File: src/inc/bdc_pkg.sv
/*
 bdc_pkg: constants and types for the boot download command handler.
 Assumes one 200 MHz clock domain and a byte-wide packet link that is
 already deserialised by a UART or SSI front end on the same clock.
*/
package bdc_pkg;
  // command codes
  localparam logic [7:0] CMD_PING = 8'h20;
  localparam logic [7:0] CMD_DOWNLOAD = 8'h21;
  localparam logic [7:0] CMD_RUN = 8'h22;
  localparam logic [7:0] CMD_STATUS = 8'h23;
  localparam logic [7:0] CMD_SEND = 8'h24;
  localparam logic [7:0] CMD_RESET = 8'h25;
  // link answers
  localparam logic [7:0] ACK_BYTE = 8'hCC;
  localparam logic [7:0] NAK_BYTE = 8'h33;
  // packet geometry
  localparam logic [7:0] MIN_SIZE = 8'h03;
  localparam logic [7:0] HDR_BYTES = 8'h02;
  localparam logic [7:0] RUN_PARAMS = 8'h04;
  localparam logic [7:0] DL_PARAMS = 8'h08;
  localparam logic [7:0] PAD_BYTE = 8'hFF;
  // command status codes
  localparam logic [7:0] ST_SUCCESS = 8'h40;
  localparam logic [7:0] ST_UNKNOWN = 8'h41;
  localparam logic [7:0] ST_INVALID = 8'h42;
  localparam logic [7:0] ST_FAIL = 8'h43;
  // sizes
  localparam int FIFO_DEPTH = 16;
  localparam int BUF_WORDS = 16;
  // parser states
  typedef enum logic [2:0] {
    BDC_IDLE = 3'b000,
    BDC_CSUM = 3'b001,
    BDC_DATA = 3'b010,
    BDC_RESP = 3'b011,
    BDC_PROG = 3'b100
  } bdc_state_e;
endpackage : bdc_pkg

File: src/verilog/bdc_top.sv
/*
 bdc_top: boot download command handler with its receive FIFO.
 Bytes arrive from a same-clock serial front end with valid/ready;
 answers leave the same way. Flash takes one 32-bit word per handshake.
 The system reset controller acts on sw_reset_req, the core on run_req.
*/
`timescale 1ns/1ps
`default_nettype none

module bdc_fifo #(
  parameter int W = 8,
  parameter int DEPTH = 16
) (
  input wire logic clock,
  input wire logic nrst,
  input wire logic in_valid,
  input wire logic [W-1:0] in_data,
  output logic in_ready,
  output logic out_valid,
  output logic [W-1:0] out_data,
  input wire logic out_ready
);
  localparam int AW = (DEPTH > 1) ? $clog2(DEPTH) : 1;
  localparam logic [AW:0] FULL = (AW+1)'(DEPTH);
  localparam logic [AW-1:0] LAST = AW'(DEPTH - 1);

  logic [W-1:0] mem_q [DEPTH]; // storage, no reset needed
  logic [AW-1:0] wp_q; // write index
  logic [AW-1:0] rp_q; // read index
  logic [AW:0] cnt_q; // fill level
  logic [AW:0] cnt_d;
  logic room_q; // registered not-full
  logic push;
  logic pop;

  // wrap works for any depth, not only powers of two
  function automatic logic [AW-1:0] nxt(input logic [AW-1:0] p);
    nxt = (p == LAST) ? '0 : p + 1'b1;
  endfunction : nxt

  assign push = in_valid & room_q;
  assign pop = out_valid & out_ready;
  assign in_ready = room_q;
  assign out_valid = (cnt_q != '0);
  assign out_data = mem_q[rp_q];

  // next fill level
  always_comb begin
    cnt_d = cnt_q;
    if (push && !pop) begin
      cnt_d = cnt_q + 1'b1;
    end else if (pop && !push) begin
      cnt_d = cnt_q - 1'b1;
    end
  end

  // pointers and level; room is registered so ready is glitch free
  always_ff @(posedge clock or negedge nrst) begin
    if (!nrst) begin
      wp_q <= '0;
      rp_q <= '0;
      cnt_q <= '0;
      room_q <= 1'b1;
    end else begin
      if (push) begin
        wp_q <= nxt(wp_q);
      end
      if (pop) begin
        rp_q <= nxt(rp_q);
      end
      cnt_q <= cnt_d;
      room_q <= (cnt_d != FULL);
    end
  end

  // data array
  always_ff @(posedge clock) begin
    if (push) begin
      mem_q[wp_q] <= in_data;
    end
  end
endmodule : bdc_fifo

module bdc_top
  import bdc_pkg::*;
#(
  parameter int FDEPTH = FIFO_DEPTH,
  parameter int NWORDS = BUF_WORDS
) (
  input wire logic clock,
  input wire logic nrst,
  input wire logic rx_valid,
  input wire logic [7:0] rx_data,
  output logic rx_ready,
  output logic tx_valid,
  output logic [7:0] tx_data,
  input wire logic tx_ready,
  output logic prog_valid,
  output logic [31:0] prog_addr,
  output logic [31:0] prog_data,
  input wire logic prog_ready,
  input wire logic prog_fail,
  output logic run_req,
  output logic [31:0] run_addr,
  output logic sw_reset_req,
  output logic dl_active,
  output logic [7:0] cmd_status
);
  localparam int WI = (NWORDS > 1) ? $clog2(NWORDS) : 1;
  localparam logic [8:0] BUF_BYTES = 9'(NWORDS * 4);

  bdc_state_e state_q; // parser state
  logic [7:0] cnt_q; // data bytes still to come
  logic [7:0] idx_q; // index of next data byte, 0 = command
  logic [7:0] csum_q; // checksum byte as received
  logic [7:0] sum_q; // running sum of data bytes
  logic [7:0] cmd_q; // command byte
  logic [63:0] par_q; // parameter shift register
  logic [7:0] pay_q; // bytes after the command byte
  logic ovf_q; // payload did not fit the buffer
  logic ok_q; // packet judged good
  logic tx_valid_q;
  logic [7:0] tx_data_q;
  logic [31:0] buf_q [NWORDS]; // payload words
  logic [31:0] addr_q; // next programming address
  logic [31:0] remain_q; // bytes still expected
  logic dl_active_q; // a download is open
  logic [7:0] status_q; // last command status
  logic run_req_q;
  logic [31:0] run_addr_q;
  logic swrst_q;
  logic prog_valid_q;
  logic [31:0] prog_addr_q;
  logic [31:0] prog_data_q;
  logic [WI-1:0] wp_q; // word being programmed

  logic f_valid; // fifo side
  logic [7:0] f_data;
  logic take; // byte consumed this cycle
  logic [7:0] sum_n;
  logic [7:0] pos; // payload byte position
  logic last_byte;
  logic ovf_n;
  logic resp_done; // answer accepted by the link
  logic go_prog;
  logic [7:0] lastb;
  logic prog_hs;
  logic prog_last;

  bdc_fifo #(
    .W(8),
    .DEPTH(FDEPTH)
  ) u_rxq (
    .clock(clock),
    .nrst(nrst),
    .in_valid(rx_valid),
    .in_data(rx_data),
    .in_ready(rx_ready),
    .out_valid(f_valid),
    .out_data(f_data),
    .out_ready(take)
  );

  // the parser stalls the fifo while answering or programming
  assign take = f_valid & ((state_q == BDC_IDLE) | (state_q == BDC_CSUM) |
                           (state_q == BDC_DATA));
  assign sum_n = sum_q + f_data;
  assign pos = idx_q - 8'h01;
  assign last_byte = (state_q == BDC_DATA) & take & (cnt_q == 8'h01);
  assign ovf_n = ovf_q | ((idx_q != 8'h00) & ({1'b0, pos} >= BUF_BYTES));
  assign resp_done = (state_q == BDC_RESP) & tx_valid_q & tx_ready;
  // data only with an open download and within its count
  assign go_prog = ok_q & (cmd_q == CMD_SEND) & dl_active_q &
                   (pay_q != 8'h00) & ({24'h0, pay_q} <= remain_q);
  assign lastb = pay_q - 8'h01;
  assign prog_hs = prog_valid_q & prog_ready;
  assign prog_last = prog_hs & (wp_q == lastb[WI+1:2]);

  // packet parser and answer byte
  always_ff @(posedge clock or negedge nrst) begin
    if (!nrst) begin
      state_q <= BDC_IDLE;
      cnt_q <= 8'h00;
      idx_q <= 8'h00;
      csum_q <= 8'h00;
      sum_q <= 8'h00;
      cmd_q <= 8'h00;
      par_q <= 64'h0;
      pay_q <= 8'h00;
      ovf_q <= 1'b0;
      ok_q <= 1'b0;
      tx_valid_q <= 1'b0;
      tx_data_q <= 8'h00;
    end else begin
      case (state_q)
        BDC_IDLE: begin
          // zero fill before a packet is dropped
          if (take && f_data != 8'h00) begin
            if (f_data < MIN_SIZE) begin
              // too short to hold a command
              ok_q <= 1'b0;
              tx_valid_q <= 1'b1;
              tx_data_q <= NAK_BYTE;
              state_q <= BDC_RESP;
            end else begin
              cnt_q <= f_data - HDR_BYTES;
              pay_q <= f_data - MIN_SIZE;
              state_q <= BDC_CSUM;
            end
          end
        end
        BDC_CSUM: begin
          if (take) begin
            csum_q <= f_data;
            sum_q <= 8'h00;
            idx_q <= 8'h00;
            ovf_q <= 1'b0;
            state_q <= BDC_DATA;
          end
        end
        BDC_DATA: begin
          if (take) begin
            sum_q <= sum_n;
            idx_q <= idx_q + 8'h01;
            cnt_q <= cnt_q - 8'h01;
            ovf_q <= ovf_n;
            if (idx_q == 8'h00) begin
              cmd_q <= f_data;
            end else begin
              par_q <= {par_q[55:0], f_data};
            end
            if (last_byte) begin
              // good only if sums agree and payload fitted
              ok_q <= (sum_n == csum_q) & ~ovf_n;
              tx_valid_q <= 1'b1;
              tx_data_q <= ((sum_n == csum_q) & ~ovf_n) ? ACK_BYTE : NAK_BYTE;
              state_q <= BDC_RESP;
            end
          end
        end
        BDC_RESP: begin
          // actions wait for the answer to leave first
          if (resp_done) begin
            tx_valid_q <= 1'b0;
            state_q <= go_prog ? BDC_PROG : BDC_IDLE;
          end
        end
        BDC_PROG: begin
          if (prog_last) begin
            state_q <= BDC_IDLE;
          end
        end
        default: begin
          state_q <= BDC_IDLE;
        end
      endcase
    end
  end

  // payload words; unused lanes of a short last word read as erased
  always_ff @(posedge clock or negedge nrst) begin
    if (!nrst) begin
      for (int i = 0; i < NWORDS; i++) begin
        buf_q[i] <= {4{PAD_BYTE}};
      end
    end else if (state_q == BDC_CSUM && take) begin
      for (int i = 0; i < NWORDS; i++) begin
        buf_q[i] <= {4{PAD_BYTE}};
      end
    end else if (state_q == BDC_DATA && take && idx_q != 8'h00 && !ovf_n) begin
      buf_q[pos[WI+1:2]][{pos[1:0], 3'b000} +: 8] <= f_data;
    end
  end

  // download window, status and flash word stream
  always_ff @(posedge clock or negedge nrst) begin
    if (!nrst) begin
      addr_q <= 32'h0;
      remain_q <= 32'h0;
      dl_active_q <= 1'b0;
      status_q <= ST_SUCCESS;
      prog_valid_q <= 1'b0;
      prog_addr_q <= 32'h0;
      prog_data_q <= 32'h0;
      wp_q <= '0;
    end else begin
      // a NAKed packet touches nothing here
      if (resp_done && ok_q) begin
        case (cmd_q)
          CMD_DOWNLOAD: begin
            if (pay_q == DL_PARAMS) begin
              addr_q <= par_q[63:32];
              remain_q <= par_q[31:0];
              dl_active_q <= (par_q[31:0] != 32'h0);
              status_q <= ST_SUCCESS;
            end else begin
              status_q <= ST_INVALID;
            end
          end
          CMD_SEND: begin
            if (go_prog) begin
              status_q <= ST_SUCCESS;
              prog_valid_q <= 1'b1;
              prog_addr_q <= addr_q;
              prog_data_q <= buf_q[0];
              wp_q <= '0;
            end else begin
              status_q <= ST_FAIL;
            end
          end
          CMD_RUN: begin
            status_q <= (pay_q == RUN_PARAMS) ? ST_SUCCESS : ST_INVALID;
          end
          CMD_RESET, CMD_PING, CMD_STATUS: begin
            status_q <= ST_SUCCESS;
          end
          default: begin
            status_q <= ST_UNKNOWN;
          end
        endcase
      end else if (prog_hs) begin
        if (prog_fail) begin
          status_q <= ST_FAIL;
        end
        if (prog_last) begin
          // continue from where this packet ended
          prog_valid_q <= 1'b0;
          addr_q <= addr_q + {24'h0, pay_q};
          remain_q <= remain_q - {24'h0, pay_q};
          if (remain_q == {24'h0, pay_q}) begin
            dl_active_q <= 1'b0;
          end
        end else begin
          wp_q <= wp_q + 1'b1;
          prog_addr_q <= prog_addr_q + 32'h4;
          prog_data_q <= buf_q[wp_q + 1'b1];
        end
      end
    end
  end

  // run and reset strobes, one cycle, only after the ACK went out
  always_ff @(posedge clock or negedge nrst) begin
    if (!nrst) begin
      run_req_q <= 1'b0;
      run_addr_q <= 32'h0;
      swrst_q <= 1'b0;
    end else begin
      run_req_q <= resp_done & ok_q & (cmd_q == CMD_RUN) & (pay_q == RUN_PARAMS);
      swrst_q <= resp_done & ok_q & (cmd_q == CMD_RESET);
      if (resp_done && ok_q && cmd_q == CMD_RUN && pay_q == RUN_PARAMS) begin
        run_addr_q <= par_q[31:0];
      end
    end
  end

  assign tx_valid = tx_valid_q;
  assign tx_data = tx_data_q;
  assign prog_valid = prog_valid_q;
  assign prog_addr = prog_addr_q;
  assign prog_data = prog_data_q;
  assign run_req = run_req_q;
  assign run_addr = run_addr_q;
  assign sw_reset_req = swrst_q;
  assign dl_active = dl_active_q;
  assign cmd_status = status_q;
endmodule : bdc_top

`default_nettype wire

File: config.mk
export PLATFORM = sky130hd
export DESIGN_NAME = bdc_top
export DESIGN_NICKNAME = d
export VERILOG_FILES = /design/src/inc/bdc_pkg.sv /design/src/verilog/bdc_top.sv
export SDC_FILE = /design/constraint.sdc
export NUM_CORES = 2
export LEC_CHECK = 0
export BUFFER_PORTS_ARGS = -buffer_cell sky130_fd_sc_hd__buf_2
export CAP_MARGIN = 40
export CORE_ASPECT_RATIO = 1.5
export CORE_MARGIN = 8
export CORE_UTILIZATION = 35
export CTS_CLUSTER_DIAMETER = 40
export DETAILED_ROUTE_END_ITERATION = 10
export MAX_ROUTING_LAYER = met4
export SLEW_MARGIN = 20
export SYNTH_ARGS = -nofsm -noshare
export SYNTH_HDL_FRONTEND = slang
export SYNTH_HIERARCHICAL = 1
export SYNTH_SLANG_ARGS = --single-unit
File: constraint.sdc
create_clock -name clock -period 10.1 [get_ports clock]
set_input_delay 1.01 -clock clock [delete_from_list [all_inputs] [get_ports clock]]
set_output_delay 1.01 -clock clock [all_outputs]
set_load 0.03 [all_outputs]
# Word level (Yosys, flattened, before mapping)
# Memory sizes are Yosys's and may differ from the RTL's.
# Cells that the tools add are included.
# classes
addsub	16
magnitude_cmp	6
n_eq_ne	32
n_shift	2
n_mux	95
n_bitwise	27
n_reduce_logical	44
# op_table
cell	count
$mux W512	2
$mux W32	23
$bwmux W512	1
$bmux W32 S4	1
$demux W32 S4	1
$mux W8	14
$pmux W8 S2	4
$eq A8 B6 Y1 const B	6
$add A32 B3 Y32 const B	1
$add A32 B8 Y32	1
$eq A32 B8 Y1	1
$le A8 B32 Y1	1
$pmux W8 S4	1
$reduce_bool A32 Y1	1
$shift A8 B7 Y32 const A	1
$shiftx A8 B7 Y32	1
$sub A32 B8 Y32	1
$mux W4	7
$mux W1	24
$reduce_bool A8 Y1	3
$mux W3	7
$and A1 B1 Y1	19
$ne A2 B2 Y1 const B	8
$reduce_and A4 Y1	4
44 further kinds	89
# totals
reg_bits	828
ramBits	128
in_bits	14
out_inout_bits	118
elab_cells	266
mem_count	1
# memory_table
memory	depth	word_bits	rd	rd_clocked_by_memory_dff	wr	line_no	rtl
u_rxq.mem_q	16	8	1	0	1	bdc_top.sv:27	logic [W-1:0] mem_q [DEPTH];

# Longest topological paths before layout
# logic_depth
ltp_word	10
mapped_depth	15
ltp_nobuf	13

# Cells and area by module
# The synthesis kept the hierarchy.
# by_module_without_submodules
module	instances	cells_per_inst	area_each_um2	seq_area_each_um2
bdc_top	1	3732	39975.8	20684.8
bdc_fifo	1	306	5754.3	4195.3

# Least setup slack after synthesis
# Ideal clock, no wire load.
# synth_path
kind	register -> register
start	register u_rxq.rp_q[0]
end	register tx_data_q[5] (netlist: tx_data[5])
setup_ns	0.119
t_arrival_ns	3.877
t_required_ns	9.981
slack_ns	6.104
stages_incl_launch_ff	16
path_buffers	3
synth_period_minus_slack_ns	3.996
path_cell_list	dfrtp_1 > buf_2 > buf_2 > buf_4 > mux4_2 > mux2i_1 > a21oi_1 > ha_1 > fa_1 > a21o_1 > a21oi_1 > o22a_1 > nor2_1 > a2111oi_0 > nand4b_1 > o21a_1
# synth_between
elab_chain_len	8
word_cells_on_any_way	14
cone_classes	add/sub (1); order compare (1); eq/ne (3); mux (4); bitwise (1); reduce/logical (3); memory (1)
# synth_rtl
item	line_no	rtl
from (decl)	bdc_top.sv:29	logic [AW-1:0] rp_q;
from (signal assigned)	bdc_top.sv:69	rp_q <= nxt(rp_q);
$mem_v2 Z16 W8 *	--	
named net f_data[0]	bdc_top.sv:138	logic [7:0] f_data;
$add A8 B8 Y8	bdc_top.sv:167	assign sum_n = sum_q + f_data;
$eq A8 B8 Y1	bdc_top.sv:236	tx_data_q <= ((sum_n == csum_q) & ~ovf_n) ? ACK_BYTE : NAK_BYTE;
$and A1 B1 Y1	bdc_top.sv:236	
$mux W8	bdc_top.sv:236	
$mux W8	bdc_top.sv:232	if (last_byte) begin
$mux W8	bdc_top.sv:222	if (take) begin
$pmux W8 S2	bdc_top.sv:195	case (state_q)
to (signal assigned)	bdc_top.sv:236	
to (decl)	bdc_top.sv:123	logic [7:0] tx_data_q;
# Mark *: on every way through the listed nets, which the timed path passes. The rest lies on a longest branch. The select of a mux whose other input is x is not followed.
# A chain may end at the register's enable or synchronous reset.

# Worst setup path after layout
# Same ends and word-level chain as after synthesis.

==> run summary <==
Status = completed
Initial antenna violation count = 1
Pins Over Slew Limit = 0
WP data required = 10.68 ns
Number of setup buffers added after CTS = 0
Clock share of power = 0.294
Sink Count = 943
Tcrit/Tclk final = 0.447
Met3 GRT Util = 0.0244
Static Leak = 19.4 nW
Residual DRC = 0
Die Y = 459 um
Clock-pin slew on the worst setup and hold paths = 0.06 ns
Setup crit end kind = register
Switch share = 0.366
Synth Area per Inst = 11.3 um^2
Minimum clock period = 4.52 ns
GRT Total Usage = 0.174
Setup CP Type = register to register
Clk root buf = clkbuf_16
Synth Cell Area = 45700 um^2
Setup TNS = 0 ns
FFs w/ async S/R, synth = 0.864
Final Util = 0.403
WL/cell = 21.0 um
DRT iter0 DRCs = 2533
Type of origin of the critical path = register
Area leader, netlist = dfstp_2
Synth warn = 6
Post-synthesis register bit count = 943
Final setup fails = 0
Rows = 162
Most frequent cells after synthesis = o21ai_0, dfstp_2, a21oi_1, nand2_1, dfrtp_1
Compound-Gate Fraction of Synth Area = 0.166
CTS tree = done
Ys flop type = dfstp_2
Largest net degree at the start of global routing = 167
Rel. slew slack = 0.335
Mapped Cells = 4038
Slew @ Worst Pin = 0.998 ns
Register area = 24900 um^2
Hold buffers post-CTS = 0
First-pass GRT wire length = 196000 um
CP Max Fanout = 37
Core box area = 130000 um^2
Via count = 32900
Clk Latency, worst-skew pair = 0.70 ns
Clock Path Buffers = 3
Post-Synth Adder-Cell Area = 0.0133
Die Area = 143000 um^2
Final ANT Viol Nets = 0
Internal power = 8.48 mW
Final hold violations = 0
Met1 usage in global routing = 0.204
Crit path DAT = 5.10 ns
Most frequent cell after synthesis = o21ai_0
Most area-consuming cells after synthesis = dfstp_2, dfrtp_1, edfxtp_1, mux4_2, o21ai_0
Hold crit path type = input port to asynchronous set/reset pin
Max Clock Skew = 0.0195 ns
Main combinational cell family by area after synthesis = compound AO/OA/AOI/OAI gates
Busiest grt layer = met2
Area of the multi-input gates = 19500 um^2
Post-Synth Simple-Gate Area = 0.116
CTS-repair resized insts = 0
Setup WS pre-CTS = 5.57 ns
Mux contribution to synthesized area = 0.117
Num CTS Buffers = 98
Final wirelength = 124000 um
Post-synth top area share = 0.295
Vias in the first global route = 33200
Overflow after GRT = 0
Switching pwr = 4.89 mW
Final worst slack = 5.58 ns
Power, Total = 13.4 mW
Post-synth EDFFs = 128
Initial Util = 0.353
Peak supply drop = 0.000142 V
RePlAce Congestion = 0.836
Final nets = 4138
Flop pwr share = 0.386
Filler Cell Count = 12300
Hpwl dp = 81200 um
P&R area growth vs syn = 14.2%
Fraction of layout cells with a size suffix above 1 = 0.317
Distinct cells, synth = 100
Comb power frac = 0.320
M2 GR Usage = 0.302
PortBufs = 125
Vias per cell = 5.59
Max Freq = 221 MHz
Post-synthesis sequential area ratio = 0.544
Die outline width = 311 um
PwrDens = 256 nW/um^2
H-tree depth = 3
TritonRoute pass-1 iters = 6
IO Pins = 132
RSZ-0062 raised after global routing = false
MaxCap Viol Count = 0
Xor and xnor fraction of the mapped netlist area = 0.0104
registers in the layout, summed over array words and instances (netlist names), 3 cells and up:
| name | count |
|---|---|
| u_rxq/mem_q | 128 |
| addr_q | 32 |
| state_q | 3 |
| csum_q | 8 |
| pay_q | 8 |
| idx_q | 8 |
| par_q | 64 |
| buf_q | 512 |
| prog_data | 32 |
| u_rxq/rp_q | 4 |
| u_rxq/wp_q | 4 |
| run_addr | 32 |
| cnt_q | 8 |
| prog_addr | 32 |
| u_rxq/cnt_q | 5 |
| cmd_q | 8 |
| wp_q | 4 |
| remain_q | 32 |
| sum_q | 8 |
metrics by stage:
| stage | area [um^2] | hold WS (ns) | std cells |
|---|---|---|---|
| 2_1_floorplan | 45700 | 0.456 | 4042 |
| 3_3_place_gp | 47900 | 0.458 | 5633 |
| 3_5_place_dp | 48600 | 0.466 | 5688 |
| 4_1_cts | 52100 | 0.335 | 5872 |
| 5_1_grt | 52200 | 0.391 | 5885 |
| 6_report | 52200 | 0.363 | 5885 |
metal layers:
| metal | wire (um) | vias to the layer above |
|---|---|---|
| li1 | - | 15200 |
| met1 | 49700 | 16600 |
| met2 | 63400 | 886 |
| met3 | 5770 | 248 |
| met4 | 4730 | 0 |
| met5 | 0 | - |
power groups by stage:
stage | clock network, mW | registers, mW | logic, mW
after floorplan | 0 | 4.97 | 3.02
after CTS | 4.01 | 5.16 | 4.26
after detailed placement | 0 | 5.22 | 4.24
after global placement | 0 | 5.21 | 4.06
after global routing | 4.14 | 5.24 | 4.66
final | 3.92 | 5.17 | 4.28
final timing paths:
check / cells after the start / start / slack [ns] / endpoint
min in group clock: 2 / prog_data[25]$_DFFE_PN0P_ / 0.47 / prog_data[25]$_DFFE_PN0P_
worst max-delay path: 14 / u_rxq/rp_q[0]$_DFFE_PN0P_ / 5.58 / tx_data[5]$_DFFE_PN0P_
worst min-delay path: 1 / nrst / 0.36 / prog_data[18]$_DFFE_PN0P_
worst max register to register: 14 / u_rxq/rp_q[0]$_DFFE_PN0P_ / 5.58 / tx_data[5]$_DFFE_PN0P_
max in group asynchronous: 3 / nrst / 7.40 / u_rxq/rp_q[0]$_DFFE_PN0P_
worst min register to register: 2 / prog_data[25]$_DFFE_PN0P_ / 0.47 / prog_data[25]$_DFFE_PN0P_
cells by family (layout without fill, tap and decap cells):
logic type                 Yosys count  after routing
DFF                                943            943
buffers and inverters              371            491
and+or+nand+nor                   1037           1037
AOI/OAI and AO/OA                 1269           1269
muxes                              318            318
adders and majority gates           47             47
other                                2              7
xor gates and xnor gates            51             51
layout by cell type (no fill, tap or decap), types with 122 or more instances in the layout:
cell type and n:
edfxtp_1 128, nor3_1 264, dfrtp_1 300, o21ai_0 525
buf_2 124, a21oi_1 346, dfstp_2 513, buf_4 122
nand2_1 334, mux4_2 161
layout make-up:
class,instances,area share
timing repair buffer,269,0.0389
tap,1722,0.0413
sequential,943,0.477
clock buffer,118,0.0503
antenna,1,0.0000479
clock inverter,66,0.0168
inverter,38,0.00273
multi-input combinational,2728,0.373
critical path, stage by stage (launching register included):
cell	delay [ns]
dfrtp_2	0.34
buf_4	0.54
mux4_2	0.59
nor2b_1	0.14
a211oi_1	0.23
a21oi_1	0.22
ha_1	0.35
fa_1	0.41
a21o_1	0.18
a21oi_1	0.33
nor2b_1	0.14
mux2i_1	0.14
a2111oi_0	0.43
nand4b_1	0.18
o21a_1	0.14
(Power assumes the default switching activity.)
